<file path="config.mk">
export PLATFORM = sky130hd
export DESIGN_NAME = eight_bit_load_decoder
export DESIGN_NICKNAME = d
export VERILOG_FILES = /design/src/verilog/load_pkg.sv /design/src/verilog/mcyc_if.sv /design/src/verilog/mcycle_unit.sv /design/src/verilog/eight_bit_load_decoder.sv
export VERILOG_INCLUDE_DIRS = /design/src /design/src/verilog
export SDC_FILE = /design/constraint.sdc
export NUM_CORES = 1
export LEC_CHECK = 0
export ABC_CLOCK_PERIOD_IN_PS = 9850
export BUFFER_PORTS_ARGS = -buffer_cell sky130_fd_sc_hd__buf_2
export CAP_MARGIN = 20
export CELL_PAD_IN_SITES_DETAIL_PLACEMENT = 1
export CELL_PAD_IN_SITES_GLOBAL_PLACEMENT = 1
export CORE_ASPECT_RATIO = 1.4
export CORE_MARGIN = 2
export CORE_UTILIZATION = 35
export CTS_CLUSTER_SIZE = 40
export DETAILED_ROUTE_END_ITERATION = 8
export GPL_TIMING_DRIVEN = 0
export PLACE_DENSITY = 0.67
export SYNTH_ARGS = -nofsm -noshare
export SYNTH_HDL_FRONTEND = slang
export SYNTH_SLANG_ARGS = --single-unit
</file>
<file path="constraint.sdc">
create_clock -name clk_sys -period 9.85 [get_ports clk_sys]
set_input_delay 0.985 -clock clk_sys [delete_from_list [all_inputs] [get_ports clk_sys]]
set_output_delay 0.985 -clock clk_sys [all_outputs]
set_load 0.01 [all_outputs]
</file>
<file path="src/verilog/load_params.svh">
// Constants for the eight-bit load decoder
`ifndef LOAD_PARAMS_SVH
`define LOAD_PARAMS_SVH

`define ELD_T_FETCH     3'h4
`define ELD_T_READ      3'h3
`define ELD_T_WRITE     3'h3
`define ELD_T_CALC      3'h5
`define ELD_PREFIX_ONE  8'hDD
`define ELD_PREFIX_TWO  8'hFD
`define ELD_HALT_CODE   8'h76
`define ELD_MEM_CODE    3'h6
`define ELD_PC_RESET    16'h0000
`define ELD_FLAGS_RESET 8'h00
`define ELD_REG_RESET   8'h00
`define ELD_LEN_COPY    5'h04
`define ELD_LEN_TWO     5'h07
`define ELD_LEN_INDEX   5'h13

`endif

</file>
<file path="src/verilog/load_pkg.sv">
// Types and decode helpers for the eight-bit load decoder
`include "load_params.svh"

package load_pkg;

    typedef enum logic [1:0] {
        CYC_FETCH,
        CYC_READ,
        CYC_WRITE,
        CYC_CALC
    } cyc_kind_t;

    typedef enum logic [2:0] {
        OPC_COPY,
        OPC_IMM,
        OPC_PTR_RD,
        OPC_PTR_WR,
        OPC_PREFIX,
        OPC_OTHER
    } op_class_t;

    typedef enum {
        PH_BOOT,
        PH_OPCODE,
        PH_PREOP,
        PH_IMM,
        PH_DISP,
        PH_CALC,
        PH_MEMRD,
        PH_MEMWR
    } phase_t;

    // Field bits 5:3 name the destination, 2:0 the source
    function automatic op_class_t op_class(input logic [7:0] op);
        op_class_t c;
        c = OPC_OTHER;
        if (op == `ELD_PREFIX_ONE || op == `ELD_PREFIX_TWO)
            c = OPC_PREFIX;
        else if (op == `ELD_HALT_CODE)
            c = OPC_OTHER;
        else if (op[7:6] == 2'h1)
        begin
            if (op[2:0] == `ELD_MEM_CODE)
                c = OPC_PTR_RD;
            else if (op[5:3] == `ELD_MEM_CODE)
                c = OPC_PTR_WR;
            else
                c = OPC_COPY;
        end
        else if (op[7:6] == 2'h0 && op[2:0] == `ELD_MEM_CODE && op[5:3] != `ELD_MEM_CODE)
            c = OPC_IMM;
        return c;
    endfunction : op_class

    // Displacement is two's complement; the sum wraps in 16 bits
    function automatic logic [15:0] eff_addr(input logic [15:0] base, input logic [7:0] d);
        return base + {{8{d[7]}}, d};
    endfunction : eff_addr

endpackage : load_pkg

</file>
<file path="src/verilog/mcyc_if.sv">
// Machine cycle request channel between decoder and cycle unit
`timescale 1ns/1ns
`default_nettype none

interface mcyc_if;
    logic                start;
    load_pkg::cyc_kind_t kind;
    logic [2:0]          len;
    logic [15:0]         addr;
    logic [7:0]          wdata;
    logic                last;
    logic [7:0]          rdata;

    modport ctrl (output start, kind, len, addr, wdata, input last, rdata);
    modport unit (input start, kind, len, addr, wdata, output last, rdata);
endinterface : mcyc_if

`default_nettype wire

</file>
<file path="src/verilog/mcycle_unit.sv">
// Machine cycle sequencer: counts clock states and drives the memory bus
`timescale 1ns/1ns
`default_nettype none

module mcycle_unit (
    // Clock and reset
    input  wire logic   clk_sys,
    input  wire logic   reset,
    // Request channel
    mcyc_if.unit        cyc,
    // Memory bus
    input  wire logic [7:0]  mem_rdata,
    output logic [15:0]      mem_addr,
    output logic             mem_rd,
    output logic             mem_wr,
    output logic             mem_m1,
    output logic [7:0]       mem_wdata
);
    logic        busy_r,  busy_nxt;
    logic [2:0]  tcnt_r,  tcnt_nxt;
    logic [2:0]  len_r,   len_nxt;
    logic [15:0] addr_r,  addr_nxt;
    logic        rd_r,    rd_nxt;
    logic        wr_r,    wr_nxt;
    logic        m1_r,    m1_nxt;
    logic [7:0]  wdata_r, wdata_nxt;
    logic        accept;

    // Last state lets the next cycle start with no idle state between
    assign cyc.last  = busy_r && (tcnt_r == len_r - 3'h1);
    assign cyc.rdata = mem_rdata;
    assign accept    = cyc.start && (!busy_r || cyc.last);

    always_comb
    begin
        busy_nxt  = busy_r;
        tcnt_nxt  = tcnt_r;
        len_nxt   = len_r;
        addr_nxt  = addr_r;
        rd_nxt    = rd_r;
        wr_nxt    = wr_r;
        m1_nxt    = m1_r;
        wdata_nxt = wdata_r;
        if (accept)
        begin
            busy_nxt  = 1'b1;
            tcnt_nxt  = 3'h0;
            len_nxt   = cyc.len;
            addr_nxt  = cyc.addr;
            rd_nxt    = (cyc.kind == load_pkg::CYC_FETCH) || (cyc.kind == load_pkg::CYC_READ);
            wr_nxt    = (cyc.kind == load_pkg::CYC_WRITE);
            m1_nxt    = (cyc.kind == load_pkg::CYC_FETCH);
            wdata_nxt = cyc.wdata;
        end
        else if (cyc.last)
        begin
            busy_nxt = 1'b0;
            rd_nxt   = 1'b0;
            wr_nxt   = 1'b0;
            m1_nxt   = 1'b0;
        end
        else if (busy_r)
            tcnt_nxt = tcnt_r + 3'h1; // RQ2
    end

    always_ff @(posedge clk_sys or posedge reset)
    begin
        if (reset)
        begin
            busy_r  <= 1'b0;
            tcnt_r  <= 3'h0;
            len_r   <= 3'h1;
            addr_r  <= 16'h0000;
            rd_r    <= 1'b0;
            wr_r    <= 1'b0;
            m1_r    <= 1'b0;
            wdata_r <= 8'h00;
        end
        else
        begin
            busy_r  <= busy_nxt;
            tcnt_r  <= tcnt_nxt;
            len_r   <= len_nxt;
            addr_r  <= addr_nxt;
            rd_r    <= rd_nxt;
            wr_r    <= wr_nxt;
            m1_r    <= m1_nxt;
            wdata_r <= wdata_nxt;
        end
    end

    assign mem_addr  = addr_r;
    assign mem_rd    = rd_r;
    assign mem_wr    = wr_r;
    assign mem_m1    = m1_r;
    assign mem_wdata = wdata_r;
endmodule : mcycle_unit

`default_nettype wire

</file>
<file path="src/verilog/eight_bit_load_decoder.sv">
// Decode and execution of the eight-bit register and memory load group
`timescale 1ns/1ns
`default_nettype none
`include "load_params.svh"

// Functional notes
// RQ1 - Field codes: A7 B0 C1 D2 E3 H4 L5
// RQ2 - Time counted in machine cycles of states
// RQ3 - Register copy, one cycle of four states
// RQ4 - Immediate byte to register, four plus three
// RQ5 - Read at pointer pair into register, 4+3
// RQ6 - First index plus displacement read, 19 states
// RQ7 - Second index plus displacement read, 19 states
// RQ8 - Register stored at pointer pair, 4+3
// RQ9 - Register stored at first index plus displacement
// RQ10 - Register stored at second index plus displacement
// RQ11 - Status flags never changed by loads
// RQ12 - Opcode fields read MSB left
// RQ13 - Displacement sign-extended, address wraps, index unchanged
module eight_bit_load_decoder (
    // Clock and reset
    input  wire logic         clk_sys,
    input  wire logic         reset,
    // Memory bus
    input  wire logic [7:0]   mem_rdata,
    output logic [15:0]       mem_addr,
    output logic              mem_rd,
    output logic              mem_wr,
    output logic              mem_m1,
    output logic [7:0]        mem_wdata,
    // Index registers, read only here
    input  wire logic [15:0]  first_index_register,
    input  wire logic [15:0]  second_index_register,
    // Status flags, owned by the arithmetic side
    input  wire logic         flags_wr,
    input  wire logic [7:0]   flags_wdata,
    output logic [7:0]        flags,
    // Register view and progress
    input  wire logic [2:0]   dbg_sel,
    output logic [7:0]        dbg_data,
    output logic              instr_done,
    output logic              unsupported
);
    mcyc_if cyc ();

    load_pkg::phase_t    phase_r, phase_nxt;
    logic [15:0]         pc_r,    pc_nxt;
    logic [7:0]          regs_r   [0:7];
    logic [7:0]          regs_nxt [0:7];
    logic [2:0]          dst_r,   dst_nxt;
    logic [2:0]          src_r,   src_nxt;
    logic                idx_r,   idx_nxt;
    logic                indexed_r, indexed_nxt;
    logic                store_r, store_nxt;
    logic [7:0]          disp_r,  disp_nxt;
    logic [7:0]          flags_r, flags_nxt;
    logic [7:0]          dbg_r,   dbg_nxt;
    logic                done_r,  fin;
    logic                unsup_r, unsup_nxt;
    logic [4:0]          ins_len_r, ins_len_nxt;
    logic                fetch_next;
    load_pkg::op_class_t cls;
    logic [15:0]         memory_pointer_pair;
    logic [15:0]         idx_base;

    assign memory_pointer_pair = {regs_r[4], regs_r[5]}; // RQ1
    assign idx_base = idx_r ? second_index_register : first_index_register;
    assign cls      = load_pkg::op_class(cyc.rdata); // RQ12

    always_comb
    begin
        phase_nxt   = phase_r;
        pc_nxt      = pc_r;
        regs_nxt    = regs_r;
        dst_nxt     = dst_r;
        src_nxt     = src_r;
        idx_nxt     = idx_r;
        indexed_nxt = indexed_r;
        store_nxt   = store_r;
        disp_nxt    = disp_r;
        fin         = 1'b0;
        unsup_nxt   = 1'b0;
        fetch_next  = 1'b0;
        cyc.start   = 1'b0;
        cyc.kind    = load_pkg::CYC_READ;
        cyc.len     = `ELD_T_READ;
        cyc.addr    = pc_r;
        cyc.wdata   = regs_r[src_r];
        case (phase_r)
            load_pkg::PH_BOOT:
                fetch_next = 1'b1;
            load_pkg::PH_OPCODE:
                if (cyc.last)
                begin
                    indexed_nxt = 1'b0;
                    dst_nxt     = cyc.rdata[5:3]; // RQ1
                    src_nxt     = cyc.rdata[2:0]; // RQ1
                    case (cls)
                        load_pkg::OPC_COPY:
                        begin
                            regs_nxt[cyc.rdata[5:3]] = regs_r[cyc.rdata[2:0]]; // RQ3
                            fin        = 1'b1;
                            fetch_next = 1'b1;
                        end
                        load_pkg::OPC_IMM:
                        begin
                            cyc.start = 1'b1; // RQ4
                            pc_nxt    = pc_r + 16'h0001;
                            phase_nxt = load_pkg::PH_IMM;
                        end
                        load_pkg::OPC_PTR_RD:
                        begin
                            cyc.start = 1'b1;
                            cyc.addr  = memory_pointer_pair; // RQ5
                            phase_nxt = load_pkg::PH_MEMRD;
                        end
                        load_pkg::OPC_PTR_WR:
                        begin
                            cyc.start = 1'b1;
                            cyc.kind  = load_pkg::CYC_WRITE;
                            cyc.len   = `ELD_T_WRITE;
                            cyc.addr  = memory_pointer_pair; // RQ8
                            cyc.wdata = regs_r[cyc.rdata[2:0]];
                            phase_nxt = load_pkg::PH_MEMWR;
                        end
                        load_pkg::OPC_PREFIX:
                        begin
                            idx_nxt     = (cyc.rdata == `ELD_PREFIX_TWO); // RQ7
                            indexed_nxt = 1'b1;
                            fetch_next  = 1'b1;
                        end
                        default:
                        begin
                            unsup_nxt  = 1'b1;
                            fin        = 1'b1;
                            fetch_next = 1'b1;
                        end
                    endcase
                end
            load_pkg::PH_PREOP:
                if (cyc.last)
                begin
                    dst_nxt = cyc.rdata[5:3];
                    src_nxt = cyc.rdata[2:0];
                    if (cls == load_pkg::OPC_PTR_RD || cls == load_pkg::OPC_PTR_WR)
                    begin
                        store_nxt = (cls == load_pkg::OPC_PTR_WR); // RQ9 RQ10
                        cyc.start = 1'b1;
                        pc_nxt    = pc_r + 16'h0001;
                        phase_nxt = load_pkg::PH_DISP;
                    end
                    else
                    begin
                        // Other prefixed codes belong to other groups
                        unsup_nxt  = 1'b1;
                        fin        = 1'b1;
                        fetch_next = 1'b1;
                    end
                end
            load_pkg::PH_DISP:
                if (cyc.last)
                begin
                    disp_nxt  = cyc.rdata;
                    cyc.start = 1'b1;
                    cyc.kind  = load_pkg::CYC_CALC;
                    cyc.len   = `ELD_T_CALC; // RQ6
                    phase_nxt = load_pkg::PH_CALC;
                end
            load_pkg::PH_CALC:
                if (cyc.last)
                begin
                    cyc.start = 1'b1;
                    cyc.addr  = load_pkg::eff_addr(idx_base, disp_r); // RQ13
                    if (store_r)
                    begin
                        cyc.kind  = load_pkg::CYC_WRITE;
                        cyc.len   = `ELD_T_WRITE;
                        phase_nxt = load_pkg::PH_MEMWR; // RQ9 RQ10
                    end
                    else
                        phase_nxt = load_pkg::PH_MEMRD; // RQ6 RQ7
                end
            load_pkg::PH_IMM, load_pkg::PH_MEMRD:
                if (cyc.last)
                begin
                    regs_nxt[dst_r] = cyc.rdata; // RQ4 RQ5 RQ6
                    fin             = 1'b1;
                    fetch_next      = 1'b1;
                end
            load_pkg::PH_MEMWR:
                if (cyc.last)
                begin
                    fin        = 1'b1;
                    fetch_next = 1'b1;
                end
            default:
                phase_nxt = load_pkg::PH_BOOT;
        endcase
        if (fetch_next)
        begin
            cyc.start = 1'b1;
            cyc.kind  = load_pkg::CYC_FETCH;
            cyc.len   = `ELD_T_FETCH; // RQ2
            cyc.addr  = pc_r;
            pc_nxt    = pc_r + 16'h0001;
            phase_nxt = (phase_r == load_pkg::PH_OPCODE && cls == load_pkg::OPC_PREFIX)
                        ? load_pkg::PH_PREOP : load_pkg::PH_OPCODE;
        end
        // Loads leave flags alone; only the arithmetic side writes them
        flags_nxt   = flags_wr ? flags_wdata : flags_r; // RQ11
        dbg_nxt     = regs_r[dbg_sel];
        ins_len_nxt = (fin || phase_r == load_pkg::PH_BOOT) ? 5'h01 : ins_len_r + 5'h01;
    end

    always_ff @(posedge clk_sys or posedge reset)
    begin
        if (reset)
        begin
            phase_r   <= load_pkg::PH_BOOT;
            pc_r      <= `ELD_PC_RESET;
            for (int i = 0; i < 8; i++)
                regs_r[i] <= `ELD_REG_RESET;
            dst_r     <= 3'h0;
            src_r     <= 3'h0;
            idx_r     <= 1'b0;
            indexed_r <= 1'b0;
            store_r   <= 1'b0;
            disp_r    <= 8'h00;
            flags_r   <= `ELD_FLAGS_RESET;
            dbg_r     <= 8'h00;
            done_r    <= 1'b0;
            unsup_r   <= 1'b0;
            ins_len_r <= 5'h01;
        end
        else
        begin
            phase_r   <= phase_nxt;
            pc_r      <= pc_nxt;
            regs_r    <= regs_nxt;
            dst_r     <= dst_nxt;
            src_r     <= src_nxt;
            idx_r     <= idx_nxt;
            indexed_r <= indexed_nxt;
            store_r   <= store_nxt;
            disp_r    <= disp_nxt;
            flags_r   <= flags_nxt;
            dbg_r     <= dbg_nxt;
            done_r    <= fin;
            unsup_r   <= unsup_nxt;
            ins_len_r <= ins_len_nxt;
        end
    end

    mcycle_unit u_cycle (
        .clk_sys   (clk_sys),
        .reset     (reset),
        .cyc       (cyc.unit),
        .mem_rdata (mem_rdata),
        .mem_addr  (mem_addr),
        .mem_rd    (mem_rd),
        .mem_wr    (mem_wr),
        .mem_m1    (mem_m1),
        .mem_wdata (mem_wdata)
    );

    assign flags       = flags_r;
    assign dbg_data    = dbg_r;
    assign instr_done  = done_r;
    assign unsupported = unsup_r;

    logic copy_hit;
    logic [7:0] copy_val;
    assign copy_hit = phase_r == load_pkg::PH_OPCODE && cyc.last && cls == load_pkg::OPC_COPY;
    assign copy_val = regs_r[cyc.rdata[2:0]];

    logic mem_end;
    assign mem_end = (phase_r == load_pkg::PH_MEMRD || phase_r == load_pkg::PH_MEMWR)
                     && cyc.last;
endmodule : eight_bit_load_decoder

`default_nettype wire

</file>
* Yosys cells after proc, flatten, opt, wreduce, memory -nomap -nowiden *
Index checks and enable logic that the tools add are counted.

word-level totals
  input bits = 54
  register bits = 180
  output and inout port bits = 45
  word-level logic and storage cells = 200

cells by class
  $lt $le $gt $ge = 7
  $add $sub $neg = 4
  multiplexer cells = 86
  reduce and logical (&&, ||, !) cells = 37
  bitwise operators = 5
  equal/unequal tests = 34

operators with widths
  kind                                                   count
  two-way mux 32 bit                                     6
  two-way mux 64 bit                                     3
  two-way mux 16 bit                                     10
  case mux 32 bit (5 select lines)                       1
  bitwise mux 64 bit                                     2
  equality test 32 x 3 -> 1 bit (second input constant)  4
  case mux 64 bit (2 select lines)                       1
  equality test 32 x 2 -> 1 bit (second input constant)  3
  case mux 32 bit (3 select lines)                       1
  two-way mux 8 bit                                      11
  binary-select mux 8 bit (select 3 bit)                 3
  case mux 16 bit (2 select lines)                       2
  demux 8 bit (select 3 bit)                             2
  equality test 32 x 1 -> 1 bit (second input constant)  1
  zero test 32 bit                                       1
  two-way mux 3 bit                                      10
  >= comparator 4 bit (second input constant)            5
  two-way mux 1 bit                                      20
  NOT 3 -> 4 bit                                         5
  two-way mux 2 bit                                      9
  adder 16 x 1 -> 16 bit (second input constant)         1
  adder 16 bit                                           1
  equality test 8 bit (second input constant)            2
  != test 3 x 2 -> 1 bit (second input constant)         5
  34 further kinds                                       64

* Logic depth before layout (Yosys ltp) *
Gate-level depths: netlist of the first run.

  depth in word-level cells = 16
  gate-level depth with buffers = 12
  gate-level depth less buffers = 11

* Modules after synthesis *
From an unflattened synthesis of the first run, not the netlist that was laid out.

second synthesis, totals
  cell total of the unflattened synthesis = 915
  area total of the unflattened synthesis = 9806.9 µm²

modules (own cells, without submodules)
  module                  area an instance (µm²)  instances  sequential area each (µm²)  cells an instance
  eight_bit_load_decoder  8199.1                  1          2927.8                      813
  mcycle_unit             1607.8                  1          852.1                       102

* Least setup slack after synthesis of the first run *
OpenSTA, ideal clock, no wires.

  path kind = input to register
  from = input second_index_register[0]
  to = register u_cycle.addr_r[14], in the netlist u_cycle.mem_addr[14]
  required time = 9723 ps
  setup slack = 6703 ps
  stages on the path = 11
  arrival = 3019 ps
  cell sequence = mux2_2 > ha_1 > inv_1 > fa_1 > nor2b_1 > o31a_1 > o31a_1 > o41ai_1 > o21ai_0 > a32oi_1 > o21ai_1

between the ends
  longest elaborated chain between the ends = 5

RTL lines
  element                           RTL line                       text
  start: declaration                eight_bit_load_decoder.sv:33   input wire logic [15:0] second_index_register,
  two-way mux 16 bit                eight_bit_load_decoder.sv:67   assign idx_base = idx_r ? second_index_register : first_index_register;
  adder 16 bit                      load_pkg.sv:57                 return base + {{8{d[7]}}, d};
  two-way mux 16 bit                eight_bit_load_decoder.sv:170  if (cyc.last)
  case mux 16 bit (2 select lines)  eight_bit_load_decoder.sv:89   case (phase_r)
  two-way mux 16 bit                eight_bit_load_decoder.sv:199  if (fetch_next)
  end signal: assignment            mcycle_unit.sv:84              addr_r <= addr_nxt;
  end: declaration                  mcycle_unit.sv:22              logic [15:0] addr_r, addr_nxt;

Every way passes these cells.
A chain may end at the register's enable or synchronous reset.

* Worst setup path in the final report of the first run *
  from = register idx_r
  to = register u_cycle.addr_r[9], in the netlist u_cycle.mem_addr[9]

between the ends
  longest elaborated chain between the ends = 5

RTL lines
  element                           RTL line                       text
  start: declaration                eight_bit_load_decoder.sv:52   logic idx_r, idx_nxt;
  start signal: assignment          eight_bit_load_decoder.sv:242  idx_r <= idx_nxt;
  two-way mux 16 bit                eight_bit_load_decoder.sv:67
  adder 16 bit                      load_pkg.sv:57
  two-way mux 16 bit                eight_bit_load_decoder.sv:170
  case mux 16 bit (2 select lines)  eight_bit_load_decoder.sv:89
  two-way mux 16 bit                eight_bit_load_decoder.sv:199

Every way passes these cells.

==> flow_summary.ini, run 1 <==
[route]
wl_met3_mm = 1.31
first_pass_iters = 6
met2_length_mm = 16.7
drt-total-wl_mm = 31.5
route.vias.total = 8012
wl_per_cell_um = 23.3
top_layer = met4
ant_nets = 0
drcViolationCount = 0
drtIter0Drc = 390
m1WireLength_mm = 11.8
drt-vias-per-instance = 5.93

[hold_path]
min_path_cells = 2
worst_hold_path.endpoint = u_cycle.mem_wdata[5]$_DFFE_PP0P_
worstHoldPathType = reg -> reg
min_from = u_cycle.mem_wdata[5]$_DFFE_PP0P_

[synth]
yosys.cell_types.count = 70
synth-edff-count = 0
ys_seq_area_share_pct = 40.2
yosys.area.top_type_share_pct = 39.9
netlist_top_cells_area = dfrtp_1 (40%), mux4_2 (12%), mux2_2 (7.4%)
ys.flop_type = dfrtp_1
syn_avg_cell_area_sq_um = 10.5
syn-num-nets = 970
syn_inst = 897
async_flop_share_pct = 100
synth_warnings = 0
synth_area_sq_um = 9400
synth_top_area_cell = dfrtp_1
synth_seq_cells = 151

[timing]
slew_headroom_pct = 27.0
period_share_pct = 37.3
timing.hold.ws_ps = 480
rsz0062_at_grt = no
setup_violations = 0
finalHoldViolations = 0
tns_ps = 0
tightest_slew_ps = 1090
min_period_ps = 3670
slew_violations = 0
fin_skew_ps = 14.3
fmax_mhz = 272

[power_and_ir_drop]
total_power_mw = 1.45
p_int_mw = 1.06
p_leak_nw = 4.53
pwr-share-seq_pct = 43.5
power.switching_uw = 384
switching_share_pct = 26.5
power_density_nw_per_um2 = 133
share_comb_of_total_power_pct = 9.3
peakVddDrop_mv = 0.107
power_frac_clock_pct = 47.2

[worst_setup_path]
r2r-start = idx_r$_DFFE_PP0P_
critPathSlowestCell = clkbuf_1
crit_path_start_kind = register
critical_path.max_stage_delay_ps = 480
arrival_ps = 3970
worst-path-buf-inv = 3
worstSetupPathType = reg -> reg
cp-end-kind = register
regToRegSetupSlack_ps = 6180
cp_cell_sequence = clkbuf_1 > clkbuf_1 > mux2i_1 > inv_1 > ha_1 > a211oi_1 > nor2_1 > o21a_1 > o41ai_1 > o21ai_0 > xnor2_1 > o22ai_1
cp.required_ps = 10150
r2r-end = u_cycle.mem_addr[9]$_DFFE_PP0P_
critPathMaxFanout = 10
path_delay_family = compound AO/OA/AOI/OAI gates
worstRegToRegCells = 12
crit_path_frequent_cell = clkbuf_1

[place]
place.detailed.hpwl_mm = 24.2
port_buffers = 92
routabilityCongestion = 0.900

[clock_tree]
cts_tree = yes
htree_levels = 4
cts.repair.resized = 0
clkSlewWorstSetupHoldPaths_ps = 70
cts_root_buf = clkbuf_16
cts-hold-fix-buffers = 0
clock_latency_ps = 450
clockBufferDepth = 2
clock_sinks = 151
cts_setup_buffers = 0
numCtsBuffers = 17

[floorplan]
io_pins = 99
core-area_sq_um = 26700
die_h_um = 198
initial_utilization_pct = 35.3
core.rowCount = 71
die_x_um = 142
dieArea_sq_um = 28200

[run_status]
status = completed

[finish]
antennaDiodeCount = 0
layout_commonest_cell = dfrtp_1
syn2layout_area_growth_pct = 16.2
fin_util_pct = 41.0
fill_cells = 3029
drive_above_1_share_pct = 27.2
fin_nets = 1084
most-common-layout-cells = dfrtp_1 (150), nand2_1 (114), buf_2 (108)

[global_routing]
overflow = 0
grt_antenna_before_repair = 0
grt_start_max_net_pins = 101
grt_pass1_wl_mm = 48.9
track_usage_pct = 23.0
first_global_vias = 8396

[run]
maxCapViolCount = 0
cell families (layout without fill, tap and decap cells):
logic type | Yosys count | after routing | share of synthesized area (%)
and+or+nand+nor | 245 | 245 | 12.8
xor gates and xnor gates | 30 | 30 | 3.02
buffers and inverters | 69 | 196 | 3.26
AOI/OAI and AO/OA | 261 | 261 | 17.8
adders and majority gates | 19 | 19 | 2.61
muxes | 122 | 122 | 20.2
DFF | 151 | 151 | 40.2
flip-flops by register name (all words and copies together) (netlist names), 8 cells and up:
register,count
regs_r,48
memory_pointer_pair,16
pc_r,16
u_cycle.mem_addr,16
dbg_data,8
disp_r,8
flags,8
u_cycle.mem_wdata,8
layout make-up:
cell class	instances	area, sq um	share of cell area (%)
Buffer	58	265	2.43
Tap cell	328	410	3.76
Sequential cell	151	3780	34.6
Timing Repair Buffer	95	498	4.56
Multi-Input combinational cell	677	5310	48.7
Inverter	11	48.8	0.447
Clock buffer	19	443	4.06
Clock inverter	13	159	1.46
how the worst max path moves through the flow:
| stage | depth (start not counted) | to | slack, ps | startpoint |
|---|---|---|---|---|
| 5_1_grt | 12 | u_cycle.mem_addr[9]$_DFFE_PP0P_ | 5820 | idx_r$_DFFE_PP0P_ |
| 4_1_cts | 12 | u_cycle.mem_addr[9]$_DFFE_PP0P_ | 6080 | idx_r$_DFFE_PP0P_ |
| 3_5_place_dp | 12 | u_cycle.mem_addr[9]$_DFFE_PP0P_ | 6100 | idx_r$_DFFE_PP0P_ |
| 2_1_floorplan | 1 | dbg_data[0]$_DFF_PP0_ | 4800 | reset |
| 3_3_place_gp | 2 | dbg_data[6]$_DFF_PP0_ | 2750 | reset |
| 6_report | 12 | u_cycle.mem_addr[9]$_DFFE_PP0P_ | 6180 | idx_r$_DFFE_PP0P_ |
worst reg2reg max path: stages, from the launching register on:
cell and delay (ps):
dfrtp_1 320, clkbuf_1 320, clkbuf_1 480, mux2i_1 390, inv_1 80, ha_1 290, a211oi_1 240, nor2_1 110
o21a_1 200, o41ai_1 480, o21ai_0 200, xnor2_1 290, o22ai_1 120
per-stage QoR:
stage / setup WS (ps) / std cells / cell area [sq um]
6_report: 6180 / 1352 / 10900
5_1_grt: 5820 / 1352 / 10900
4_1_cts: 6080 / 1352 / 10900
3_5_place_dp: 6100 / 1320 / 10300
3_3_place_gp: 2750 / 1317 / 10300
2_1_floorplan: 4800 / 897 / 9400
metal layers:
layer	vias to the layer above	track usage [%]
li1	3627	-
met1	4056	25.8
met2	247	41.5
met3	82	3.41
met4	0	12.9
met5	-	0
synth_stat cells, types with 4 or more instances:
master	number
a211oi_1	4
nor3_1	13
nand3_1	17
nand4_1	6
buf_2	14
nor2_1	42
mux4_2	48
dfrtp_1	150
ha_1	18
xor2_1	13
clkbuf_1	33
a22oi_1	65
o21ai_1	11
o21a_1	4
buf_1	5
nand2_1	114
o21ai_0	96
nor2b_1	6
a221oi_1	8
a222oi_1	4
nor4_1	4
mux2i_1	12
nand2b_1	6
a21oi_1	30
a22o_1	5
and3_1	7
nor3b_2	4
mux2_2	62
inv_1	11
buf_4	4
o22ai_1	5
xnor2_1	15
nand3b_1	5
power groups by stage:
stage	clock, mW	combinational (mW)	sequential (mW)
after detailed placement	0	0.136	0.642
final	0.683	0.135	0.631
after global routing	0.718	0.147	0.631
after CTS	0.695	0.137	0.631
after global placement	0	0.132	0.642
after floorplan	0	0.0826	0.644
(Power assumes the default switching activity.)
==> inputs of run 2 (changes only) <==
--- a/config.mk
+++ b/config.mk
@@ -6,7 +6,7 @@
 export SDC_FILE = /design/constraint.sdc
 export NUM_CORES = 1
 export LEC_CHECK = 0
-export ABC_CLOCK_PERIOD_IN_PS = 9850
+export ABC_CLOCK_PERIOD_IN_PS = 3150
 export BUFFER_PORTS_ARGS = -buffer_cell sky130_fd_sc_hd__buf_2
 export CAP_MARGIN = 20
 export CELL_PAD_IN_SITES_DETAIL_PLACEMENT = 1
@@ -17,7 +17,7 @@
 export CTS_CLUSTER_SIZE = 40
 export DETAILED_ROUTE_END_ITERATION = 8
 export GPL_TIMING_DRIVEN = 0
-export PLACE_DENSITY = 0.67
+export PLACE_DENSITY = 0.69
 export SYNTH_ARGS = -nofsm -noshare
 export SYNTH_HDL_FRONTEND = slang
 export SYNTH_SLANG_ARGS = --single-unit
==> constraint.sdc (replaced) <==
create_clock -name clk_sys -period 3.15 [get_ports clk_sys]
set_input_delay 0.315 -clock clk_sys [delete_from_list [all_inputs] [get_ports clk_sys]]
set_output_delay 0.315 -clock clk_sys [all_outputs]
set_load 0.01 [all_outputs]
==> run 2 against run 1 <==
Against the previous run: clock skew is 2.9 ps lower; via count grew 1.2%; largest cell class unchanged; worst setup slack worse by 6000 ps; the run now ends with negative hold slack left; critical endpoint is now u_cycle.mem_wdata[5]$_DFFE_PP0P_; clock-buffer cell count shrank 1; power grew to 3.1 times the previous value; largest power group unchanged.
==> flow_summary.ini, run 2 (synthesis results as in run 1) <==
[finish]
syn2layout_area_growth_pct = 17.1
largest_register = regs_r
instances_no_fill = 1354
drive_above_1_share_pct = 28.4
most-common-layout-cells = dfrtp_1 (149), nand2_1 (114), buf_2 (107)
layout_commonest_cell = dfrtp_1
fill_cells = 3010
antennaDiodeCount = 0
largest_register_ffs = 48
regArea_sq_um = 3780
multiInputGateArea_sq_um = 5350
fin_util_pct = 41.3
fin_nets = 1086

[power_and_ir_drop]
power.switching_mw = 1.22
peakVddDrop_mv = 0.293
share_comb_of_total_power_pct = 9.6
power_density_nw_per_um2 = 414
p_int_mw = 3.33
p_leak_nw = 4.57
pwr-share-seq_pct = 43.3
switching_share_pct = 26.8
power_frac_clock_pct = 47.1

[route]
drtIter0Drc = 616
drt-vias-per-instance = 5.99
drt-total-wl_mm = 32.1
route.vias.total = 8109
drcViolationCount = 0
ant_nets = 0
wl_per_cell_um = 23.7
first_pass_iters = 6

[clock_tree]
clkSlewWorstSetupHoldPaths_ps = 70
cts_setup_buffers = 0
htree_levels = 4
cts_root_buf = clkbuf_16
numCtsBuffers = 17
clock_latency_ps = 450
cts_tree = yes
clockBufferDepth = 2
clock_sinks = 151

[worst_setup_path]
cp.required_ps = 3450
arrival_ps = 3320
crit_path_start_kind = register
critPathMaxFanout = 8
cp-end-kind = register
worstSetupPathType = reg -> reg

[global_routing]
use_met3_pct = 3.34
grt_antenna_before_repair = 0
busiest_layer = met2
met1_usage_pct = 25.8
first_global_vias = 8930
grt_pass1_wl_mm = 50.5
grt_start_max_net_pins = 35
overflow = 0
grtUsageMet2_pct = 42.6
track_usage_pct = 23.5

[timing]
timing.hold.ws_ps = -8.85
tightest_slew_ps = 1070
slew_headroom_pct = 28.1
finalHoldViolations = 6
setup_violations = 0
min_period_ps = 3010
fmax_mhz = 332
fin_skew_ps = 11.4
slew_violations = 0
period_share_pct = 95.7
rsz0062_at_grt = no

[run_status]
failed_checks = negative hold slack
status = complete, but fails checks

[floorplan]
initial_utilization_pct = 35.3
dieArea_sq_um = 28200
core.rowCount = 71
die_x_um = 142
io_pins = 99
core-area_sq_um = 26700
die_h_um = 198

[run]
maxCapViolCount = 0

[place]
routabilityCongestion = 0.913
place.detailed.hpwl_mm = 24.6
port_buffers = 92
dp.cells = 1321

[hold_path]
worstHoldPathType = in -> async
==> run 2: changes by cell type in the layout (fill, tap and decap cells not counted), moves of 2 or more <==
| cell | before | now |
|---|---|---|
| buf_12 | 0 | 4 |
| clkbuf_1 | 34 | 31 |
| clkinv_2 | 0 | 2 |
| clkinv_4 | 2 | 0 |
| clkinvlp_4 | 2 | 4 |
| o41ai_1 | 2 | 0 |
==> run 2: metal layers <==
layer,part of all wire [%],up-vias,routed length [um]
li1,-,3638,-
met1,37,4105,12000
met2,53,275,16900
met3,3.7,91,1190
met4,6.1,0,1950
met5,0,-,0
==> run 2: worst paths after layout <==
kind,depth (start not counted),endpoint,startpoint,slack (ps)
worst max-delay path,8,u_cycle.mem_wdata[5]$_DFFE_PP0P_,u_cycle.len_r[0]$_DFFE_PP1P_,140
worst min-delay path,2,u_cycle.mem_wdata[3]$_DFFE_PP0P_,reset,-9
worst max register to register,8,u_cycle.mem_wdata[5]$_DFFE_PP0P_,u_cycle.len_r[0]$_DFFE_PP1P_,140
worst min register to register,2,u_cycle.mem_wdata[3]$_DFFE_PP0P_,u_cycle.mem_wdata[3]$_DFFE_PP0P_,480
max in group asynchronous,5,u_cycle.len_r[0]$_DFFE_PP1P_,reset,2020
min in group clk_sys,2,flags[5]$_DFFE_PP0P_,flags_wdata[5],100
==> run 2: what timing repair did <==
action | in CTS | in global routing
hold endpoints to repair | 0 | 0
pin swaps | 0 | 1
hold buffers | 0 | 0
endpoints found under the setup margin | 12 | 66
resized for setup | 6 | 5
gates cloned | 0 | 0
==> run 2: through the flow <==
step	cell area [sq um]	setup TNS [ps]	hold WS [ps]	setup slack (ps)	power (mW)
floorplan	9400	0	452	189	2.27
global placement	10300	-27700	467	-562	2.42
detailed placement	10400	-3730	470	-653	2.44
CTS	11000	0	7.00	47.6	4.59
global route	11000	0	37.4	7.30	4.70
finish	11000	0	-8.85	135	4.55
==> run 2: area by class of cell <==
type	count	area share, %
timing repair buffer	98	5.02
clock inverter	14	1.44
sequential	151	34.4
buffer	57	2.41
tap	328	3.73
multi-input combinational	677	48.6
clock buffer	18	3.99
inverter	11	0.409
==> run 2: power groups by stage <==
stage               clock network (mW)  logic [mW]  registers [mW]
floorplan                            0       0.259            2.01
global placement                     0       0.414            2.01
detailed placement                   0       0.435            2.01
CTS                               2.18       0.440            1.97
global route                      2.25       0.477            1.97
finish                            2.14       0.438            1.97
==> run 2: worst max-delay path, cell delays in order, from the launching register on <==
cell and delay [ps]:
dfstp_2 550, inv_1 50, ha_1 310, xor2_1 270
nand4_1 360, nor3_4 480, nand2_2 290, mux2i_1 430
o21ai_0 130
